[config.mk]
export PLATFORM = sky130hd
export DESIGN_NAME = csdc_clock_switch
export DESIGN_NICKNAME = d
export VERILOG_FILES = /design/src/csdc_doze_div.v /design/src/csdc_clock_switch.v
export VERILOG_INCLUDE_DIRS = /design/src
export SDC_FILE = /design/constraint.sdc
export NUM_CORES = 1
export LEC_CHECK = 0
export ABC_AREA = 1
export ABC_CLOCK_PERIOD_IN_PS = 2300
export BUFFER_PORTS_ARGS = -buffer_cell sky130_fd_sc_hd__buf_2
export CAP_MARGIN = 20
export CORE_ASPECT_RATIO = 0.6
export CORE_MARGIN = 1
export CORE_UTILIZATION = 40
export DETAILED_ROUTE_END_ITERATION = 12
export PLACE_DENSITY = 0.71
export SYNTH_ARGS = -nofsm -noshare
export SYNTH_HDL_FRONTEND = slang
export SYNTH_SLANG_ARGS = --single-unit
[constraint.sdc]
create_clock -name i_core_clk -period 2.3 [get_ports i_core_clk]
set_input_delay 0.23 -clock i_core_clk [delete_from_list [all_inputs] [get_ports i_core_clk]]
set_output_delay 0.23 -clock i_core_clk [all_outputs]
set_load 0.01 [all_outputs]
[src/csdc_defines.vh]
// register offsets, field positions and constants of the clock switch block
`ifndef CSDC_DEFINES_VH
`define CSDC_DEFINES_VH

// register byte offsets
`define CSDC_OSC_CTRL_ADDR   12'h000
`define CSDC_CLK_DIV_ADDR    12'h004
`define CSDC_UNLOCK_ADDR     12'h008
`define CSDC_IRQ_STAT_ADDR   12'h00C
`define CSDC_IRQ_MASK_ADDR   12'h010

// oscillator_control fields
`define CSDC_OSC_SWREQ_BIT   0
`define CSDC_OSC_CFAIL_BIT   3
`define CSDC_OSC_CUR_LSB     12
`define CSDC_OSC_NEXT_LSB    8
`define CSDC_OSC_RESET       16'h0000

// clock_divisor_reg fields
`define CSDC_DIV_RATIO_LSB   12
`define CSDC_DIV_ON_BIT      11
`define CSDC_DIV_ROI_BIT     15
`define CSDC_DIV_RESET       16'h0000

// unlock keys, written in order to the unlock register
`define CSDC_KEY_FIRST       16'h0057
`define CSDC_KEY_SECOND      16'h00AA

// interrupt status bits
`define CSDC_IRQ_FAIL_BIT    0
`define CSDC_IRQ_SWDONE_BIT  1
`define CSDC_IRQ_REJECT_BIT  2

// source codes
`define CSDC_SRC_FRC         3'h0
`define CSDC_SRC_INTERNAL_RC_MULTIPLIED      3'h1
`define CSDC_SRC_PRIPLL      3'h3

// switch settle time in ns and its cycle count at 125 MHz
`define CSDC_SWITCH_NS       64
`define CSDC_CLK_NS          8
`define CSDC_SWITCH_CYC      ((`CSDC_SWITCH_NS + `CSDC_CLK_NS - 1) / `CSDC_CLK_NS)

`endif

[src/csdc_doze_div.v]
// cpu clock enable divider for doze mode
`timescale 1ns/10ps
module csdc_doze_div
#(
  parameter RATIO_W = 3
)
(
  input  wire               i_core_clk,
  input  wire               i_rst_n,
  input  wire               i_div_on,
  input  wire [RATIO_W-1:0] i_ratio,
  output reg                o_cpu_tick
);

  reg  [6:0] count;
  wire [6:0] limit;

  // divide by 2**ratio, ratio 0 gives a tick every cycle
  assign limit = (7'h01 << i_ratio) - 7'h01;

  always @(posedge i_core_clk or negedge i_rst_n)
  begin
    if (!i_rst_n)
    begin
      count      <= 7'h00;
      o_cpu_tick <= 1'b1;
    end
    else if (!i_div_on)
    begin
      count      <= 7'h00;
      o_cpu_tick <= 1'b1;
    end
    else if (count >= limit)
    begin
      count      <= 7'h00;
      o_cpu_tick <= 1'b1;
    end
    else
    begin
      count      <= count + 7'h01;
      o_cpu_tick <= 1'b0;
    end
  end

endmodule

[src/csdc_clock_switch.v]
// clock switch, fail flag and doze control with an apb register slave
// How it works
// - monitor loss sets the clock fail flag
// - writing one to fail flag raises trap
// - switch request starts switch to next source
// - switch request clears when switch completes
// - oscillator control writes need unlock first
// - ratio writes ignored while divide enabled
// - divide enable ignored when ratio is zero
// - interrupt clears divide enable when recover set
// - cpu clock slowed only in doze
// - unimplemented control bits read as zero
//
// The implementer's own choices: the APB slave port and the register addresses.
`timescale 1ns/10ps
`include "csdc_defines.vh"
module csdc_clock_switch
#(
  parameter SWITCH_CYC = `CSDC_SWITCH_CYC
)
(
  input  wire        i_core_clk,
  input  wire        i_reset_n,
  input  wire        i_psel,
  input  wire        i_penable,
  input  wire        i_pwrite,
  input  wire [11:0] i_paddr,
  input  wire [31:0] i_pwdata,
  output wire        o_pready,
  output reg  [31:0] o_prdata,
  output wire        o_pslverr,
  input  wire        i_clock_lost,
  input  wire        i_cpu_irq,
  output reg  [2:0]  o_source_select,
  output reg         o_fail_trap,
  output wire        o_cpu_tick,
  output wire        o_periph_tick,
  output wire        o_irq
);

  // --------------------------------------------------------------
  // reset and input synchronisers
  // --------------------------------------------------------------
  reg        rst_meta;
  reg        rst_n;
  reg  [1:0] lost_sync;
  reg  [1:0] irq_sync;

  always @(posedge i_core_clk or negedge i_reset_n)
  begin
    if (!i_reset_n)
    begin
      rst_meta <= 1'b0;
      rst_n    <= 1'b0;
    end
    else
    begin
      rst_meta <= 1'b1;
      rst_n    <= rst_meta;
    end
  end

  always @(posedge i_core_clk or negedge rst_n)
  begin
    if (!rst_n)
    begin
      lost_sync <= 2'h0;
      irq_sync  <= 2'h0;
    end
    else
    begin
      lost_sync <= {lost_sync[0], i_clock_lost};
      irq_sync  <= {irq_sync[0], i_cpu_irq};
    end
  end

  // --------------------------------------------------------------
  // apb decode
  // --------------------------------------------------------------
  wire wr_en;
  wire rd_en;
  wire hit_osc;
  wire hit_div;
  wire hit_key;
  wire hit_stat;
  wire hit_mask;
  wire mapped;

  assign wr_en    = i_psel & i_penable & i_pwrite;
  assign rd_en    = i_psel & ~i_pwrite;
  assign hit_osc  = (i_paddr == `CSDC_OSC_CTRL_ADDR);
  assign hit_div  = (i_paddr == `CSDC_CLK_DIV_ADDR);
  assign hit_key  = (i_paddr == `CSDC_UNLOCK_ADDR);
  assign hit_stat = (i_paddr == `CSDC_IRQ_STAT_ADDR);
  assign hit_mask = (i_paddr == `CSDC_IRQ_MASK_ADDR);
  assign mapped   = hit_osc | hit_div | hit_key | hit_stat | hit_mask;
  assign o_pready          = 1'b1;
  assign o_pslverr         = i_psel & i_penable & ~mapped;

  // --------------------------------------------------------------
  // unlock sequence
  // --------------------------------------------------------------
  localparam [2:0] LK_IDLE = 3'h1;
  localparam [2:0] LK_HALF = 3'h2;
  localparam [2:0] LK_OPEN = 3'h4;

  reg  [2:0] lock_state;
  reg  [2:0] next_lock_state;
  wire       osc_wr_ok;

  assign osc_wr_ok = wr_en & hit_osc & lock_state[2];

  always @*
  begin
    next_lock_state = lock_state;
    case (lock_state)
      LK_IDLE:
        if (wr_en && hit_key && i_pwdata[15:0] == `CSDC_KEY_FIRST)
          next_lock_state = LK_HALF;
      LK_HALF:
        if (wr_en && hit_key && i_pwdata[15:0] == `CSDC_KEY_SECOND)
          next_lock_state = LK_OPEN;
        else if (wr_en)
          next_lock_state = LK_IDLE;
      LK_OPEN:
        if (wr_en)
          next_lock_state = LK_IDLE;
      default:
        next_lock_state = LK_IDLE;
    endcase
  end

  // --------------------------------------------------------------
  // oscillator control and switch engine
  // --------------------------------------------------------------
  reg        clock_fail_flag;
  reg        switch_request;
  reg  [2:0] next_source_select;
  reg  [7:0] settle;
  reg        switch_done_ev;
  reg        reject_ev;
  wire       bad_pair;
  wire [2:0] req_src;

  assign req_src  = i_pwdata[`CSDC_OSC_NEXT_LSB+2:`CSDC_OSC_NEXT_LSB];
  // multiplied sources may not hand over to each other directly
  assign bad_pair = ((o_source_select == `CSDC_SRC_PRIPLL) &&
                     (req_src == `CSDC_SRC_INTERNAL_RC_MULTIPLIED)) ||
                    ((o_source_select == `CSDC_SRC_INTERNAL_RC_MULTIPLIED) &&
                     (req_src == `CSDC_SRC_PRIPLL));

  always @(posedge i_core_clk or negedge rst_n)
  begin
    if (!rst_n)
    begin
      lock_state         <= LK_IDLE;
      clock_fail_flag    <= 1'b0;
      switch_request     <= 1'b0;
      next_source_select <= `CSDC_SRC_FRC;
      o_source_select    <= `CSDC_SRC_FRC;
      settle             <= 8'h00;
      o_fail_trap        <= 1'b0;
      switch_done_ev     <= 1'b0;
      reject_ev          <= 1'b0;
    end
    else
    begin
      lock_state     <= next_lock_state;
      switch_done_ev <= 1'b0;
      reject_ev      <= 1'b0;
      o_fail_trap    <= 1'b0;
      // fail flag: detection wins over a software clear
      if (lost_sync[1])
      begin
        clock_fail_flag <= 1'b1;
        o_fail_trap     <= ~clock_fail_flag;
      end
      else if (osc_wr_ok)
      begin
        clock_fail_flag <= i_pwdata[`CSDC_OSC_CFAIL_BIT];
        o_fail_trap     <= i_pwdata[`CSDC_OSC_CFAIL_BIT];
      end
      if (switch_request)
      begin
        if (settle == 8'h00)
        begin
          o_source_select <= next_source_select;
          switch_request  <= 1'b0;
          switch_done_ev  <= 1'b1;
        end
        else
          settle <= settle - 8'h01;
      end
      else if (osc_wr_ok)
      begin
        next_source_select <= req_src;
        if (i_pwdata[`CSDC_OSC_SWREQ_BIT])
        begin
          if (bad_pair)
            reject_ev <= 1'b1;
          else
          begin
            switch_request <= 1'b1;
            settle         <= SWITCH_CYC[7:0];
          end
        end
      end
    end
  end

  // --------------------------------------------------------------
  // clock divisor register
  // --------------------------------------------------------------
  reg        recover_on_irq;
  reg        cpu_divide_on;
  reg  [2:0] doze_ratio;
  reg        irq_prev;
  wire       irq_rise;
  wire [2:0] new_ratio;

  assign irq_rise  = irq_sync[1] & ~irq_prev;
  assign new_ratio = (wr_en && hit_div && !cpu_divide_on) ?
                     i_pwdata[`CSDC_DIV_RATIO_LSB+2:`CSDC_DIV_RATIO_LSB] :
                     doze_ratio;

  always @(posedge i_core_clk or negedge rst_n)
  begin
    if (!rst_n)
    begin
      recover_on_irq <= 1'b0;
      cpu_divide_on  <= 1'b0;
      doze_ratio     <= 3'h0;
      irq_prev       <= 1'b0;
    end
    else
    begin
      irq_prev <= irq_sync[1];
      if (wr_en && hit_div)
      begin
        recover_on_irq <= i_pwdata[`CSDC_DIV_ROI_BIT];
        doze_ratio     <= new_ratio;
      end
      if (recover_on_irq && irq_rise)
        cpu_divide_on <= 1'b0;
      else if (wr_en && hit_div)
        cpu_divide_on <= i_pwdata[`CSDC_DIV_ON_BIT] &
                         (new_ratio != 3'h0);
    end
  end

  // --------------------------------------------------------------
  // doze divider
  // --------------------------------------------------------------
  csdc_doze_div
  #(
    .RATIO_W (3)
  )
  u_doze
  (
    .i_core_clk (i_core_clk),
    .i_rst_n    (rst_n),
    .i_div_on   (cpu_divide_on),
    .i_ratio    (doze_ratio),
    .o_cpu_tick (o_cpu_tick)
  );

  assign o_periph_tick = 1'b1;

  // --------------------------------------------------------------
  // interrupt status and mask
  // --------------------------------------------------------------
  reg  [2:0] irq_stat;
  reg  [2:0] irq_mask;
  wire [2:0] irq_set;

  assign irq_set = {reject_ev, switch_done_ev, o_fail_trap};
  assign o_irq   = |(irq_stat & irq_mask);

  always @(posedge i_core_clk or negedge rst_n)
  begin
    if (!rst_n)
    begin
      irq_stat <= 3'h0;
      irq_mask <= 3'h0;
    end
    else
    begin
      if (wr_en && hit_mask)
        irq_mask <= i_pwdata[2:0];
      if (wr_en && hit_stat)
        irq_stat <= (irq_stat & ~i_pwdata[2:0]) | irq_set;
      else
        irq_stat <= irq_stat | irq_set;
    end
  end

  // --------------------------------------------------------------
  // read data
  // --------------------------------------------------------------
  always @(posedge i_core_clk or negedge rst_n)
  begin
    if (!rst_n)
      o_prdata <= 32'h0000_0000;
    else if (rd_en && !i_penable)
    begin
      o_prdata <= 32'h0000_0000;
      if (hit_osc)
        o_prdata[15:0] <= {1'b0, o_source_select, 1'b0, next_source_select,
                           4'h0, clock_fail_flag, 2'h0,
                           switch_request};
      else if (hit_div)
        o_prdata[15:0] <= {recover_on_irq, doze_ratio, cpu_divide_on,
                           11'h000};
      else if (hit_key)
        o_prdata[2:0] <= lock_state;
      else if (hit_stat)
        o_prdata[2:0] <= irq_stat;
      else if (hit_mask)
        o_prdata[2:0] <= irq_mask;
    end
  end

endmodule

==> results.ini <==
[run_status]
status=complete, no violations

[critical_path]
crit_fanout=8
cpLargestDelayFamily=compound AO/OA/AOI/OAI gates
timing.rr.end=u_doze.count[3]
required_ns=2.48
reg2reg_from=doze_ratio[2]
max_stage_delay_ns=0.63
rr_worst_depth=6
end_kind=flip-flop
slowest_stage=o2111ai_1
crit_chain=nor2_1, nand2_1, ha_1, nand4_1, o2111ai_1, nor3b_1
path_class=flip-flop to flip-flop
ff2ff_setup_slack_ns=0.30
crit_path_start_kind=flip-flop
cp_num_buf_inv=0
cp.arrival_ns=2.18

[power]
p_per_area_mw_per_mm2=693
p_leak_nw=1.98
vdd.ir_drop.worst_mv=0.526

[synthesis]
yosysMostFrequentCell=nand2_1
synthTopCellsByCount=nand2_1 (85), dfrtp_1 (58), inv_1 (51), nor2_1 (33), o21ai_0 (24)
ys_seq_elements=60
synth-edff-count=0
synth_cells=385
synth_top_area_share_pct=45.3
synthFlopType=dfrtp_1
ys_top_cells_by_area=dfrtp_1 (45%), nand2_1 (9.9%), inv_1 (6.0%)
ys_types=39
syn-cell-area_mm2=0.00321
async_reset_ff_share_pct=100
ys_seq_area_share_pct=46.9
syn_avg_cell_area_um2=8.33
yosys.area.top_type=dfrtp_1
ys_warn_count=0

[clock_network]
tritoncts=done
cts.path.max_buffers=2
clk_pin_slew_worst_paths_ns=0.05
cts_resized=0
cts-root-buf=clkbuf_16
cts_setup_buffers=0
cts_sinks=60
cts-buffers-inserted=9
insertion_delay_ns=0.33
htree_levels=3

[floorplanning]
ioPinCount=92
core_area_mm2=0.00751
row_count=24
die_h_um=71.4
die-width_um=118
die_area_mm2=0.00839
initial_core_util_pct=42.7

[layout]
nets=510
final_area_mm2=0.00383
area.sequential_mm2=0.00151
drive_gt1_share_pct=20.5
area_delta_synth_final_pct=19.4
multi_input_area_mm2=0.00140
stdcell_count=558
fillers=710
n_antenna_cell=0

[placed_design]
postPlaceCellArea_mm2=0.00353
routabilityCongestion=0.891
post-dp-hpwl_um=5700
dp.cells=542
io_buffers=53

[timing]
fin_tns_setup_ns=0
slew-limit-headroom_pct=51.3
tightest_slew_ns=0.730
slew_violations=0
finalCritPeriodShare_pct=87.1
finClkSkew_ns=0.00438
hold_viol=0
whs_ns=0.0106
setup_viol=0
fin_crit_ns=2.00
rsz0062_at_grt=false
fmax_mhz=499

[drt]
final_antenna_net_count=0
wirelength_um=7650
drt_first_pass_iters=6
drc=0
drt_iter0_markers=140
avgViaCountPerCell=4.88
wire_per_inst_um=13.7
vias=2722

[min_path]
min_from=i_clock_lost
hold_class=primary input to flip-flop
whs_path_depth=1
hold_end=lost_sync[0]

[global_route]
grt_usage_pct=19.9
first_global_vias=2558
grt_pass1_wl_um=12800
overflow=0
antenna_found_initial=0
grt_start_max_net_pins=21

[job]
cap_violations=0

## layer usage
layer	GRT usage, %	part of all wire [%]
met3	5.73	6.5
met2	29.4	42
met4	5.98	1.2
met5	0	0
met1	28.5	50
## state kept, by name, summed over array words and instances, names as in the netlist
| name | count |
|---|---|
| cpu_divide_on | 1 |
| o_prdata | 12 |
| next_source_select | 3 |
| lost_sync | 2 |
| o_source_select | 3 |
| recover_on_irq | 1 |
| irq_stat | 3 |
| o_fail_trap | 1 |
| u_doze.count | 7 |
| doze_ratio | 3 |
| rst_meta | 1 |
| settle | 8 |
| clock_fail_flag | 1 |
| irq_sync | 2 |
| u_doze.o_cpu_tick | 1 |
| reject_ev | 1 |
| irq_prev | 1 |
| irq_mask | 3 |
| switch_request | 1 |
| switch_done_ev | 1 |
| lock_state | 3 |
| rst_n | 1 |
## report_power, final
group	switching, mW	leakage, nW	internal (mW)
logic	0.137	1.08	0.0785
registers	0.0272	0.762	1.10
clock network	0.463	0.144	0.854
## per-stage QoR
stage                     power (mW)  setup slack [ns]  utilization, %
after floorplan                 1.29             0.509               -
after global placement          1.35             0.395            47.0
after detailed placement        1.35             0.309            47.0
after CTS                       2.67             0.273            51.0
after global routing            2.76            0.0672            51.0
final                           2.66             0.296            51.0
## how the worst max path moves through the flow
stage | to | slack, ns | from | cells past startpoint
2_1_floorplan | clock_fail_flag | 0.51 | rst_n | 0
3_3_place_gp | u_doze.count[3] | 0.40 | doze_ratio[1] | 7
3_5_place_dp | u_doze.count[3] | 0.31 | doze_ratio[1] | 7
4_1_cts | u_doze.count[3] | 0.27 | doze_ratio[1] | 7
5_1_grt | settle[0] | 0.07 | settle[0] | 12
6_report | u_doze.count[3] | 0.30 | doze_ratio[2] | 6
## cell usage in the layout (no fill, tap or decap), drive strengths merged, types with 2 or more instances in the layout
cell type / instances
nand2: 89
dfrtp: 58
buf: 57
inv: 53
nor2: 39
o21ai: 28
conb: 23
nand3: 19
nor3: 11
clkbuf: 10
a21oi: 9
ha: 9
xor2: 8
nand4: 7
o21a: 4
nor4: 4
o221ai: 3
o31ai: 3
o211ai: 3
clkinv: 3
nor3b: 2
dfstp: 2
## logic make-up (layout without fill, tap and decap cells)
| logic type | Yosys count | in the layout | synth area share [%] |
|---|---|---|---|
| AND/OR/NAND/NOR | 173 | 173 | 24.8 |
| buffers and inverters | 78 | 126 | 11.9 |
| flip-flops | 60 | 60 | 46.9 |
| AO/OA/AOI/OAI | 54 | 54 | 10.1 |
| adder cells (fa/ha/maj) | 9 | 9 | 3.51 |
| XOR/XNOR | 9 | 9 | 2.46 |
| other | 2 | 23 | 0.234 |
## layout make-up
type,count,area share [%]
timing repair buffer,58,7.97
sequential,60,39.3
clock inverter,5,1.37
inverter,53,5.19
clock buffer,10,6.24
tap,104,3.40
multi-input combinational,268,36.5
## worst reg2reg max path, delay by kind of cell (launching register included)
| kind | cells | cell delay [ns] |
|---|---|---|
| flops | 1 | 0.43 |
| simple gates | 4 | 0.50 |
| fa+ha+maj | 1 | 0.30 |
| compound gates | 1 | 0.63 |
## what timing repair did
action | CTS | global route
setup endpoints to repair | 0 | 0
hold buffers | 1 | 0
endpoints found under the hold margin | 2 | 0
Power figures use the tool's default switching activity.
